**config.mk**
```make
export PLATFORM = sky130hd
export DESIGN_NAME = imp_regs
export DESIGN_NICKNAME = d
export VERILOG_FILES = /design/src/shared/imp_pkg.sv /design/src/core/imp_regs.sv
export SDC_FILE = /design/constraint.sdc
export NUM_CORES = 1
export LEC_CHECK = 0
export BUFFER_PORTS_ARGS = -buffer_cell sky130_fd_sc_hd__buf_2
export CORE_UTILIZATION = 45
export CTS_BUF_LIST = sky130_fd_sc_hd__clkbuf_4 sky130_fd_sc_hd__clkbuf_8 sky130_fd_sc_hd__clkbuf_16
export DETAILED_ROUTE_END_ITERATION = 7
export HOLD_SLACK_MARGIN = 0.08
export PLACE_DENSITY = 0.64
export SETUP_SLACK_MARGIN = 0.05
export SLEW_MARGIN = 0
export SYNTH_ARGS = -nofsm -noshare
export SYNTH_HDL_FRONTEND = slang
export SYNTH_SLANG_ARGS = --single-unit
```
**constraint.sdc**
```tcl
create_clock -name sys_clk -period 2.55 [get_ports sys_clk]
set_clock_uncertainty 0.05 [all_clocks]
set_input_delay 0.255 -clock sys_clk [delete_from_list [all_inputs] [get_ports sys_clk]]
set_output_delay 0.255 -clock sys_clk [all_outputs]
set_load 0.02 [all_outputs]
```
**src/shared/imp_pkg.sv**
```systemverilog
package imp_pkg;
    // register offsets
    localparam logic [7:0] ADDR_SUPPLY_MASK = 8'h0b;
    localparam logic [7:0] ADDR_INPUT_MASK_LO = 8'h0c;
    localparam logic [7:0] ADDR_INPUT_MASK_HI = 8'h0d;
    localparam logic [7:0] ADDR_PWR_DOMAIN = 8'h0e;
    localparam logic [7:0] ADDR_SYS_OPTIONS = 8'h0f;
    // event registers, written back to clear
    localparam logic [7:0] ADDR_SUPPLY_EVENT = 8'h07;
    localparam logic [7:0] ADDR_INPUT_EVENT_LO = 8'h08;
    localparam logic [7:0] ADDR_INPUT_EVENT_HI = 8'h09;
    // reset values
    localparam logic [7:0] RST_MASK = 8'h00;
    localparam logic [7:0] RST_CTRL = 8'h00;
    // supply mask bit positions
    localparam int B_UPPER_WARN = 7;
    localparam int B_SYSVOLT = 6;
    localparam int B_RAMP_DONE = 5;
    localparam int B_REG_MON = 4;
    localparam int B_LIN_LIMIT = 3;
    localparam int B_LOW_COMP = 2;
    localparam int B_TEMP = 1;
    localparam int B_CHARGER_WAKE_PORT = 0;
    // power domain control fields
    localparam int B_WMASK_HI = 6;
    localparam int B_WMASK_LO = 4;
    localparam int B_STANDBY = 3;
    localparam int B_TGT_HI = 2;
    localparam int B_TGT_LO = 0;
    localparam logic [7:0] PWR_DOMAIN_RW = 8'h7f;
    // system options fields
    localparam int B_SOFT_START = 7;
    localparam int B_KEY_LOCK = 4;
    localparam int B_RST_BEFORE_PD = 3;
    localparam int B_BLINK = 2;
    localparam int B_WDOG_PD = 1;
    localparam int B_CHG_TYPE = 0;
    localparam logic [7:0] SYS_OPTIONS_RW = 8'h9f;
    // soft start lengthening of buck start-up
    localparam int SOFT_START_MAX_MS = 3;

    // options bits handed to the power logic
    typedef struct packed {
        logic switcher_soft_start;
        logic power_key_lock;
        logic reset_before_deep_sleep_state;
        logic limited_blink_enable;
        logic watchdog_deep_sleep_state_hold;
        logic charger_port_type;
    } imp_options_t;

    // domain targets and depth
    typedef struct packed {
        logic standby_depth;
        logic domain_one_target;
        logic main_target;
        logic system_target;
    } imp_domain_t;
endpackage

```
**src/core/imp_regs.sv**
```systemverilog
// Design decision made here: the plain strobed port.
`timescale 1ns/10ps
////////////////////////////////////////////////////////////////////////////////
// Operation
// - supply mask bit 7 blocks upper warning
// - supply mask bit 6 blocks sysvolt monitor
// - supply mask bit 5 blocks ramp done
// - supply mask bit 4 blocks regulator monitor
// - supply mask bit 2 blocks low comparator
// - supply mask bit 1 blocks over-temperature
// - supply mask bit 0 blocks charger wake
// - low input mask masks input events 7..0
// - low bits 2..0 also mask converter thresholds
// - high mask masks 15..8, bit 6 two-wire
// - high bits 2..0 mask enable port events
// - bits 6..4 block writes to targets 2..0
// - bit 3 selects full or partial down
// - targets follow register and enable ports
// - bit 7 enables buck soft start
// - key lock bit, cleared at power-up
// - bit 3 asserts reset before power-down
// - bit 2 enables limited blinking
// - bit 1 selects watchdog power-down behaviour
// - bit 0 declares charger port type
// - interrupt released only when events cleared or masked
module imp_regs (
    input wire logic sys_clk, // 125 MHz clock
    input wire logic rst, // synchronous reset, active high
    input wire logic clk_en, // freezes all state when low
    input wire logic [7:0] reg_addr, // register address
    input wire logic [7:0] reg_wdata, // write data
    input wire logic reg_wr, // write strobe
    input wire logic reg_rd, // read strobe
    output logic [7:0] reg_rdata, // read data, cycle after strobe
    input wire logic [7:0] supply_event_in, // supply event pulses
    input wire logic [15:0] input_event_in, // input event pulses
    input wire logic domain_one_enable_port, // domain one enable port
    input wire logic main_enable_port, // main enable port
    input wire logic system_enable_port, // system enable port
    input wire logic powerup_seq, // power-up sequence running
    output logic interrupt_out_n, // interrupt, active low
    output imp_pkg::imp_domain_t domain_out, // targets and depth
    output imp_pkg::imp_options_t options_out, // system options
    output logic watchdog_suspend // watchdog held in power-down
);
    ////////////////////////////////////////////////////////////////////////////////
    // registers
    logic [7:0] supply_mask_r; // supply event mask
    logic [7:0] in_mask_lo_r; // input event mask low
    logic [7:0] in_mask_hi_r; // input event mask high
    logic [7:0] pwr_dom_r; // power domain control
    logic [7:0] sys_opt_r; // system options
    logic [7:0] sup_ev_r; // latched supply events
    logic [15:0] in_ev_r; // latched input events
    logic [2:0] port_q_r; // previous port levels
    logic [7:0] rdata_nxt; // read mux

    ////////////////////////////////////////////////////////////////////////////////
    // decode
    wire wr_sup_mask = reg_wr && (reg_addr == imp_pkg::ADDR_SUPPLY_MASK);
    wire wr_lo_mask = reg_wr && (reg_addr == imp_pkg::ADDR_INPUT_MASK_LO);
    wire wr_hi_mask = reg_wr && (reg_addr == imp_pkg::ADDR_INPUT_MASK_HI);
    wire wr_pwr = reg_wr && (reg_addr == imp_pkg::ADDR_PWR_DOMAIN);
    wire wr_opt = reg_wr && (reg_addr == imp_pkg::ADDR_SYS_OPTIONS);
    wire wr_sup_ev = reg_wr && (reg_addr == imp_pkg::ADDR_SUPPLY_EVENT);
    wire wr_lo_ev = reg_wr && (reg_addr == imp_pkg::ADDR_INPUT_EVENT_LO);
    wire wr_hi_ev = reg_wr && (reg_addr == imp_pkg::ADDR_INPUT_EVENT_HI);

    ////////////////////////////////////////////////////////////////////////////////
    // event latches: new events win over the write-back clear
    wire [7:0] sup_clr = wr_sup_ev ? reg_wdata : 8'h00;
    wire [15:0] in_clr = {(wr_hi_ev ? reg_wdata : 8'h00), (wr_lo_ev ? reg_wdata : 8'h00)};
    wire [7:0] sup_ev_nxt = (sup_ev_r & ~sup_clr) | supply_event_in;
    wire [15:0] in_ev_nxt = (in_ev_r & ~in_clr) | input_event_in;

    // masking only gates the output; bit 3 has no rule but masks alike
    wire [7:0] sup_pend = sup_ev_r & ~supply_mask_r;
    // converter thresholds share bits 2..0 with input events 2..0
    wire [7:0] lo_pend = in_ev_r[7:0] & ~in_mask_lo_r;
    // two-wire address event shares bit 14, enable ports bits 10..8
    wire [7:0] hi_pend = in_ev_r[15:8] & ~in_mask_hi_r;
    // line stays low while any unmasked event remains uncleared
    wire irq_any = |{sup_pend, lo_pend, hi_pend};

    ////////////////////////////////////////////////////////////////////////////////
    // domain targets: write-masked register path plus port edges
    localparam int NT = imp_pkg::B_TGT_HI - imp_pkg::B_TGT_LO + 1;
    wire [2:0] ports = {domain_one_enable_port, main_enable_port, system_enable_port};
    wire [2:0] port_rise = ports & ~port_q_r;
    wire [2:0] port_fall = ~ports & port_q_r;
    wire [2:0] wmask = pwr_dom_r[imp_pkg::B_WMASK_HI:imp_pkg::B_WMASK_LO];
    logic [2:0] tgt_nxt; // next targets
    genvar gi;
    generate
        for (gi = 0; gi < NT; gi++) begin : g_tgt
            // a port edge overrides a same-cycle write: the pin is the live request
            assign tgt_nxt[gi] = port_rise[gi] ? 1'b1 : port_fall[gi] ? 1'b0 :
                (wr_pwr && !wmask[gi]) ? reg_wdata[imp_pkg::B_TGT_LO + gi] :
                pwr_dom_r[imp_pkg::B_TGT_LO + gi];
        end
    endgenerate
    // fields above the targets written directly, bit 7 reserved
    wire [7:0] pwr_upper = wr_pwr ? (reg_wdata & imp_pkg::PWR_DOMAIN_RW) : pwr_dom_r;
    wire [7:0] pwr_nxt = {pwr_upper[7:imp_pkg::B_STANDBY], tgt_nxt};

    // options; key lock self-clears at power-up, hardware wins
    wire [7:0] opt_w = wr_opt ? (reg_wdata & imp_pkg::SYS_OPTIONS_RW) : sys_opt_r;
    wire [7:0] key_clr = {3'h0, powerup_seq, 4'h0};
    wire [7:0] opt_nxt = opt_w & ~key_clr;

    ////////////////////////////////////////////////////////////////////////////////
    // read mux, unmapped reads zero
    always_comb begin
        if (reg_addr == imp_pkg::ADDR_SUPPLY_MASK) begin
            rdata_nxt = supply_mask_r;
        end else if (reg_addr == imp_pkg::ADDR_INPUT_MASK_LO) begin
            rdata_nxt = in_mask_lo_r;
        end else if (reg_addr == imp_pkg::ADDR_INPUT_MASK_HI) begin
            rdata_nxt = in_mask_hi_r;
        end else if (reg_addr == imp_pkg::ADDR_PWR_DOMAIN) begin
            rdata_nxt = pwr_dom_r;
        end else if (reg_addr == imp_pkg::ADDR_SYS_OPTIONS) begin
            rdata_nxt = sys_opt_r;
        end else if (reg_addr == imp_pkg::ADDR_SUPPLY_EVENT) begin
            rdata_nxt = sup_ev_r;
        end else if (reg_addr == imp_pkg::ADDR_INPUT_EVENT_LO) begin
            rdata_nxt = in_ev_r[7:0];
        end else if (reg_addr == imp_pkg::ADDR_INPUT_EVENT_HI) begin
            rdata_nxt = in_ev_r[15:8];
        end else begin
            rdata_nxt = 8'h00;
        end
    end

    ////////////////////////////////////////////////////////////////////////////////
    // masks and control
    always_ff @(posedge sys_clk) begin
        if (rst) begin
            supply_mask_r <= imp_pkg::RST_MASK;
            in_mask_lo_r <= imp_pkg::RST_MASK;
            in_mask_hi_r <= imp_pkg::RST_MASK;
            pwr_dom_r <= imp_pkg::RST_CTRL;
            sys_opt_r <= imp_pkg::RST_CTRL;
        end else if (clk_en) begin
            if (wr_sup_mask) supply_mask_r <= reg_wdata;
            if (wr_lo_mask) in_mask_lo_r <= reg_wdata;
            if (wr_hi_mask) in_mask_hi_r <= reg_wdata;
            pwr_dom_r <= pwr_nxt;
            sys_opt_r <= opt_nxt;
        end
    end

    // events and port history; ports sampled low at reset
    always_ff @(posedge sys_clk) begin
        if (rst) begin
            sup_ev_r <= 8'h00;
            in_ev_r <= 16'h0000;
            port_q_r <= 3'h0;
        end else if (clk_en) begin
            sup_ev_r <= sup_ev_nxt;
            in_ev_r <= in_ev_nxt;
            port_q_r <= ports;
        end
    end

    // registered outputs
    always_ff @(posedge sys_clk) begin
        if (rst) begin
            reg_rdata <= 8'h00;
            interrupt_out_n <= 1'b1;
            domain_out <= '0;
            options_out <= '0;
            watchdog_suspend <= 1'b0;
        end else if (clk_en) begin
            reg_rdata <= reg_rd ? rdata_nxt : 8'h00;
            interrupt_out_n <= !irq_any;
            domain_out.standby_depth <= pwr_dom_r[imp_pkg::B_STANDBY];
            domain_out.domain_one_target <= pwr_dom_r[imp_pkg::B_TGT_HI];
            domain_out.main_target <= pwr_dom_r[imp_pkg::B_TGT_LO + 1];
            domain_out.system_target <= pwr_dom_r[imp_pkg::B_TGT_LO];
            options_out.switcher_soft_start <= sys_opt_r[imp_pkg::B_SOFT_START];
            options_out.power_key_lock <= sys_opt_r[imp_pkg::B_KEY_LOCK];
            options_out.reset_before_deep_sleep_state <= sys_opt_r[imp_pkg::B_RST_BEFORE_PD];
            options_out.limited_blink_enable <= sys_opt_r[imp_pkg::B_BLINK];
            options_out.watchdog_deep_sleep_state_hold <= sys_opt_r[imp_pkg::B_WDOG_PD];
            options_out.charger_port_type <= sys_opt_r[imp_pkg::B_CHG_TYPE];
            watchdog_suspend <= sys_opt_r[imp_pkg::B_WDOG_PD];
        end
    end
endmodule

```
==> impl_results.md, run 1 <==
- Seq/Total Area, Yosys: 0.385
- P&R area growth vs syn: 18.5%
- Reg2Reg Setup Slack: between 0.9 and 1 ns
- Largest net degree at the start of global routing: 62
- Ant diodes: 0
- Starting Density: 0.465
- Worst skew pair latency: 0.36 ns
- Reg2Reg Capture Point: reg_rdata[5]
- DRC violations left: 0
- Final Non-Filler Cells: roughly 720
- CTS sink cnt: 83
- Largest area contributor in the netlist: dfxtp_1
- Synthesized instance count: 507
- Normalized max-slew margin: 0.518
- R2R cell count: 4
- Dpl cells: 685
- Clk buf depth: 2
- Arrival @ worst endpoint: 2.13 ns
- Post-synth top flop: dfxtp_1
- Fin crit share: 0.740
- Grt met3 use: 0.0494
- Final setup violation count: 0
- Net Count, Synth: around 560
- Critical Path RT: 2.80 ns
- CORE AREA: 9280 um2
- Post-route minimum period: 1.89 ns
- GRT Overall Usage: 0.265
- Hold Fails Final Rpt: 0
- Syn avg cell area: between 8 and 9 um2
- Yosys reg bits: 83
- Number of synthesis warnings: 0
- Post-DR vias/cell: 5.54
- Sw Share: 0.274
- Initial antenna violation count: 0
- Fmax: ~530 MHz
- Synth top area share: 0.385
- Reg2reg start: in_ev_r[5]
- Die Wd: 99.9 um
- EDFF count, synth: 0
- Setup TNS: 0 ns
- Worst-margin pin slew: 0.721 ns
- CTS HTree Levels: 3
- Library cells used by synthesis: 48
- Unrepaired setup endpoints after global routing: no
- Worst Path Max Fanout: 10
- Post-DP HPWL: 9170 um
- Switching Power: ~0.00073 W
- Critical path endpoint: pwr_dom_r[1]
- Global route hottest layer: met2
- Clock buffer count from CTS: 9
- Nets@finish: 636
- Leading cell type in the layout, fill and taps excluded: dfxtp_1
- Die area: 9980 um2
- GR Layer Usage met1: 0.344
- Post-CTS setup buffers: 0
- Hold Path Class: primary input to flop
- Comb pwr share: 0.123
- Slew Limit Fails: 0
- CTS Hold Buffers Added: 14
- Final GP Congestion: 0.970
- Vias in the first global route: 3,853
- TritonCTS clock tree: yes
- Max Cap Viol: 0
- Post-Route WL: around 13,000 um
- Post-CTS resize count: 0
- Fraction of layout instances using a drive strength above 1: 0.208
- Worst setup EP type: flop
- DR WL/cell: ~17 um
- Clock network fraction of total power: 0.364
- Met2 GRT Util: 0.441
- Synth area leaders: dfxtp_1 (39%), mux2i_1 (16%), nor2_1 (4.6%)
- DRT iter0 DRCs: 230
- First-pass GRT wire length: between 15,000 and 20,000 um
- Mapped Area: approximately 4300 um2
- # rows: 35
- Crit Path Class: primary input to flop
- GRT Residual Overflow: 0
- # port buffers: 68
- Peak supply drop: 0.301 mV
- Root Buffer: clkbuf_8
- Internal power: 0.00193 W
- Most frequent cells in the layout: dfxtp_1 (83), buf_2 (68), mux2i_1 (67)
- Via Count: roughly 4,000
- Worst setup SP type: primary input
- DR pass1 iterations: 4
- I/O pins: roughly 70
- Die height: 99.9 um
- Leakage: roughly 2.2 nW
- Flop pwr share: 0.512
- Power per cell area: roughly 520 nW/um2
- Post-synth ARST share: 0
- Crit path from: reg_addr[7]
- Status: completed
- Routed Antenna Nets: 0
- Reg clk slew, reported paths: 0.09 ns
[critical path: stages]
cell and delay [ns]:
buf_2 0.11, or4_4 0.61, or4_1 0.76, o22ai_2 0.20, mux2i_1 0.20
[logic make-up after synthesis]
group	count (synthesis)	share of synthesized area
simple gates	168	0.194
flops	83	0.385
compound gates	118	0.183
xor+xnor	1	0.00203
mux	67	0.155
buf+inv	64	0.0632
fa+ha+maj	6	0.0174
[sequential cells by signal, indices dropped and copies added (netlist names)]
| signal | flops |
|---|---|
| reg_rdata | 8 |
| interrupt_out_n | 1 |
| sup_ev_r | 8 |
| options_out | 5 |
| sys_opt_r | 6 |
| port_q_r | 3 |
| supply_mask_r | 8 |
| pwr_dom_r | 7 |
| watchdog_suspend | 1 |
| in_mask_hi_r | 8 |
| in_ev_r | 16 |
| domain_out | 4 |
| in_mask_lo_r | 8 |
[how the worst min path moves through the flow]
stage                                   from      endpoint  cells past startpoint
final                     input_event_in[10]   in_ev_r[10]                      3
after global routing      input_event_in[10]   in_ev_r[10]                      3
after global placement           powerup_seq  sys_opt_r[4]                      2
after detailed placement         powerup_seq  sys_opt_r[4]                      2
after floorplan                  powerup_seq  sys_opt_r[4]                      1
after CTS                 input_event_in[10]   in_ev_r[10]                      3
[cell usage after synthesis, types with 5 or more instances]
cell,count
dfxtp_1,83
mux2i_1,67
nor2_1,53
nand2_1,47
o21ai_0,30
inv_1,29
a21oi_1,26
clkbuf_1,23
nand2b_1,20
o22ai_1,10
nor4_1,8
o21ai_2,8
a22oi_1,7
nor3_1,7
ha_1,6
nand3_1,6
nor2b_1,6
a221oi_1,5
buf_2,5
o21bai_1,5
o2bb2ai_1,5
[power by group through the flow]
stage / clock [W] / combinational, W / sequential [W]
4_1_cts: 0.000993 / 0.000328 / 0.00136
6_report: 0.000971 / 0.000329 / 0.00136
5_1_grt: 0.00105 / 0.000364 / 0.00137
3_3_place_gp: 0 / 0.000305 / 0.00139
3_5_place_dp: 0 / 0.000310 / 0.00139
2_1_floorplan: 0 / 0.000194 / 0.00139
[area by class of cell]
cell class                      instances  area [um2]
Sequential cell                        83        1660
Multi-Input combinational cell        360        2380
Timing Repair Buffer                   98         601
Tap cell                              129         161
Inverter                               29         109
Clock buffer                           10         131
Clock inverter                          6        66.3
Fill cell                             918        4180
[routing by layer]
layer / wire length [um] / share of wire
met5: 0 / 0
met4: 267 / 0.021
met3: 696 / 0.056
met2: 5980 / 0.48
met1: 5560 / 0.44
[metrics by stage]
step	hold WS, ns	power [W]	area, um2	worst slack (ns)	utilization
2_1_floorplan	0.307	0.00158	4310	0.646	-
3_3_place_gp	0.407	0.00170	4770	0.348	0.514
3_5_place_dp	0.419	0.00170	4770	0.304	0.514
4_1_cts	0.0808	0.00269	5110	0.690	0.550
5_1_grt	0.0852	0.00279	5110	0.612	0.550
6_report	0.0941	0.00266	5110	0.663	0.550
Power figures use the tool's default switching activity.
==> run 2, diff against run 1 <==
--- a/config.mk
+++ b/config.mk
@@ -5,6 +5,7 @@
 export SDC_FILE = /design/constraint.sdc
 export NUM_CORES = 1
 export LEC_CHECK = 0
+export ABC_AREA = 1
 export BUFFER_PORTS_ARGS = -buffer_cell sky130_fd_sc_hd__buf_2
 export CORE_UTILIZATION = 45
 export CTS_BUF_LIST = sky130_fd_sc_hd__clkbuf_4 sky130_fd_sc_hd__clkbuf_8 sky130_fd_sc_hd__clkbuf_16
==> constraint.sdc (replaced) <==
create_clock -name sys_clk -period 1.82 [get_ports sys_clk]
set_clock_uncertainty 0.05 [all_clocks]
set_input_delay 0.182 -clock sys_clk [delete_from_list [all_inputs] [get_ports sys_clk]]
set_output_delay 0.182 -clock sys_clk [all_outputs]
set_load 0.02 [all_outputs]
==> run 2 against run 1 <==
Register-to-register slack got worse by 0.46 ns. Critical path depth rose by 3. Non-clock buffer count increased by 1. Clock power is 23% higher. Combinational power grew 33%. Die area fell by 8.5%. Critical path type unchanged. Synthesized cell count grew 9.5%. Final cell count grew 4.9%. First-iteration DRC count grew 12%. Highest routed layer unchanged. Wire length is 7.2% lower. Sequential power rose by 42%. Clock-buffer cell count stayed put.
==> impl_results.md, run 2 <==
- Final Non-Filler Cells: 750 (was 715)
- Seq/Total Area, Yosys: 0.422 (was 0.385)
- Xor/xnor share of the synthesized area: 0 (was 0.00203)
- Via Count: 4,044 (was 3,960)
- Area occupied by multi-input gates: 1910 um2 (was 2380 um2)
- Worst setup SP type: primary input (unchanged)
- Most frequent cells in the layout: nand2_1 (101), dfxtp_1 (83), a21oi_1 (76) (was dfxtp_1 (83), buf_2 (68), mux2i_1 (67))
- Leading cell type in the layout, fill and taps excluded: nand2_1 (was dfxtp_1)
- Synth top area share: 0.422 (was 0.385)
- Slew Limit Fails: 0 (unchanged)
- R2R cell count: 8 (was 4)
- Sw Share: 0.275 (was 0.274)
- CORE AREA: 8340 um2 (was 9280 um2)
- Flop pwr share: 0.543 (was 0.512)
- Final core utilization: 0.574 (was 0.550)
- First-pass GRT wire length: 18,700 um (was 20,000 um)
- Fmax: 736 MHz
- FF+latch area: 1660 um2 (unchanged)
- Die Wd: 95.6 um (was 99.9 um)
- Post-CTS setup buffers: 0 (unchanged)
- Reg2Reg Capture Point: interrupt_out_n (was reg_rdata[5])
- Mapped Area: 3940 um2 (was 4310 um2)
- Normalized max-slew margin: 0.682 (was 0.518)
- Synthesized instance count: 555 (was 507)
- Max FFs per register: 16 (unchanged)
- Peak supply drop: 0.348 mV (was 0.301 mV)
- Die area: 9140 um2 (was 9980 um2)
- Comb pwr share: 0.123 (about the same)
- Routed Antenna Nets: 0 (unchanged)
- Pwr Total: 0.00355 W (was 0.00266 W)
- Post-Synth Adder-Cell Area: 0.0190 (was 0.0174)
- Hold Path Class: primary input to flop (unchanged)
- GRT Residual Overflow: 0 (unchanged)
- Crit path from: reg_addr[6] (was reg_addr[7])
- Post-DR vias/cell: 5.39 (was 5.54)
- Reg2Reg Setup Slack: 0.53 ns (was 0.99 ns)
- Post-synth top flop: dfxtp_1 (unchanged)
- Complex-gate fraction of the synthesized area: 0.236 (was 0.183)
- Dpl cells: 708 (was 685)
- Reg2reg start: supply_mask_r[3] (was in_ev_r[5])
- Leakage: 2.06 nW (was 2.23 nW)
- Main combinational cell family by area after synthesis: compound AO/OA/AOI/OAI gates (was simple AND/OR/NAND/NOR gates)
- Largest net degree at the start of global routing: 52 (was 62)
- Final GP Congestion: 0.952 (was 0.970)
- Post-Route WL: 11,600 um (was 12,500 um)
- CTS sink cnt: 83 (unchanged)
- Nets@finish: 696 (was 636)
- Synth area leaders: dfxtp_1 (42%), a21oi_1 (9.7%), nand2_1 (9.6%) (was dfxtp_1 (39%), mux2i_1 (16%), nor2_1 (4.6%))
- Post-DP HPWL: 8470 um (was 9170 um)
- Largest area contributor in the netlist: dfxtp_1 (unchanged)
- Top reg by flops: in_ev_r (unchanged)
- GRT Overall Usage: 0.274 (was 0.265)
- Root Buffer: clkbuf_8 (unchanged)
- Final setup violation count: 0 (unchanged)
- EDFF count, synth: 0 (unchanged)
- Clock buffer count from CTS: 9 (unchanged)
- DR WL/cell: 15.5 um (was 17.5 um)
- Status: completed (unchanged)
- Switching Power: 0.000976 W (was 0.000730 W)
- Worst skew pair latency: 0.36 ns (about the same)
- Ant diodes: 0 (unchanged)
- Clock network fraction of total power: 0.334 (was 0.364)
- Starting Density: 0.473 (was 0.465)
- DR pass1 iterations: 5 (was 4)
- I/O pins: 69 (unchanged)
- Critical Path RT: 1.99 ns (was 2.80 ns)
- Fill cells: 867 (was 918)
- Net Count, Synth: 610 (was 562)
- Worst-margin pin slew: 0.478 ns (was 0.721 ns)
- CTS HTree Levels: 3 (unchanged)
- Setup TNS: 0 ns (unchanged)
- Die height: 95.6 um (was 99.9 um)
- Worst Path Max Fanout: 27 (was 10)
- Max Cap Viol: 0 (unchanged)
- Clk buf depth: 2 (unchanged)
- Library cells used by synthesis: 27 (was 48)
- TritonCTS clock tree: yes (unchanged)
- Unrepaired setup endpoints after global routing: no (unchanged)
- Reg clk slew, reported paths: 0.08 ns (was 0.09 ns)
- Mux cell area share after synthesis: 0 (was 0.155)
- Crit Path Class: primary input to flop (unchanged)
- Most frequent cells after synthesis: nand2_1 (101), dfxtp_1 (83), a21oi_1 (76) (was dfxtp_1 (83), mux2i_1 (67), nor2_1 (53))
- DRC violations left: 0 (unchanged)
- Power per cell area: 742 nW/um2 (was 521 nW/um2)
- Yosys reg bits: 83 (unchanged)
- Vias in the first global route: 3,777 (was 3,853)
- P&R area growth vs syn: 21.5% (was 18.5%)
- Fin crit share: 0.747
- Worst setup EP type: flop (unchanged)
- # port buffers: 68 (unchanged)
- Post-synth ARST share: 0 (unchanged)
- Internal power: 0.00258 W (was 0.00193 W)
- Fraction of layout instances using a drive strength above 1: 0.186 (was 0.208)
- # rows: 33 (was 35)
- Number of synthesis warnings: 0 (unchanged)
- Count leader, synth: nand2_1 (was dfxtp_1)
- Syn avg cell area: 7.10 um2 (was 8.51 um2)
- Initial antenna violation count: 0 (unchanged)
- Hold Fails Final Rpt: 0 (unchanged)
- DRT iter0 DRCs: 257 (was 230)
- Critical path endpoint: sup_ev_r[7] (was pwr_dom_r[1])
- Post-route minimum period: 1.36 ns
- Simple-gate share of the synthesized area: 0.231 (was 0.194)
- Arrival @ worst endpoint: 1.53 ns (was 2.13 ns)
[run 2: worst min path at each step]
| stage | startpoint | cells after the start | to |
|---|---|---|---|
| 2_1_floorplan | powerup_seq | 1 | sys_opt_r[4] |
| 3_3_place_gp | powerup_seq | 2 | sys_opt_r[4] |
| 3_5_place_dp | powerup_seq | 2 | sys_opt_r[4] |
| 4_1_cts | reg_wdata[6] | 3 | in_mask_lo_r[6] |
| 5_1_grt | reg_wdata[6] | 3 | in_mask_lo_r[6] |
| 6_report | reg_wdata[6] | 3 | in_mask_hi_r[6] |
[run 2: repair_timing]
item | 4_1_cts | 5_1_grt
hold buffers | 27 | 0
resized for setup | 0 | 0
endpoints found under the hold margin | 27 | 0
[run 2: logic make-up after synthesis]
group	Yosys count
and+or+nand+nor	202
AOI/OAI and AO/OA	174
buffers and inverters	90
DFF	83
adders and majority gates	6
[run 2: final cells by class]
cell class | instances | share of cell area
multi-input combinational | 382 | 0.400
sequential | 83 | 0.347
tap | 105 | 0.0274
clock inverter | 5 | 0.00627
clock buffer | 10 | 0.0287
inverter | 66 | 0.0517
timing repair buffer | 99 | 0.139
[run 2: worst max-delay path: stages]
cell	delay [ns]
buf_2	0.10
inv_2	0.04
nand2_2	0.06
nor2_4	0.18
buf_4	0.30
nand3_1	0.32
o21ai_0	0.27
a21oi_1	0.08
[run 2: per-layer routing]
| layer | global-route usage | up-vias | routed length [um] | part of all wire |
|---|---|---|---|---|
| met5 | 0 | - | 0 | 0 |
| met2 | 0.449 | 154 | 5230 | 0.45 |
| li1 | - | 2014 | - | - |
| met3 | 0.0447 | 29 | 765 | 0.066 |
| met1 | 0.350 | 1847 | 5200 | 0.45 |
| met4 | 0.134 | 0 | 414 | 0.036 |
[run 2: stage by stage]
step | hold WS, ns | instance area (um2) | worst slack, ns
after floorplan | 0.226 | 3940 | 0.529
final | 0.106 | 4790 | 0.461
after global routing | 0.102 | 4790 | 0.273
after CTS | 0.0845 | 4790 | 0.478
after global placement | 0.335 | 4350 | 0.156
after detailed placement | 0.335 | 4350 | 0.0961
[run 2: power groups by stage]
| stage | sequential [W] | combinational, W | clock, W |
|---|---|---|---|
| after detailed placement | 0.00197 | 0.000391 | 0 |
| after global placement | 0.00197 | 0.000382 | 0 |
| after floorplan | 0.00197 | 0.000227 | 0 |
| after global routing | 0.00194 | 0.000492 | 0.00128 |
| after CTS | 0.00193 | 0.000436 | 0.00120 |
| final | 0.00193 | 0.000438 | 0.00119 |
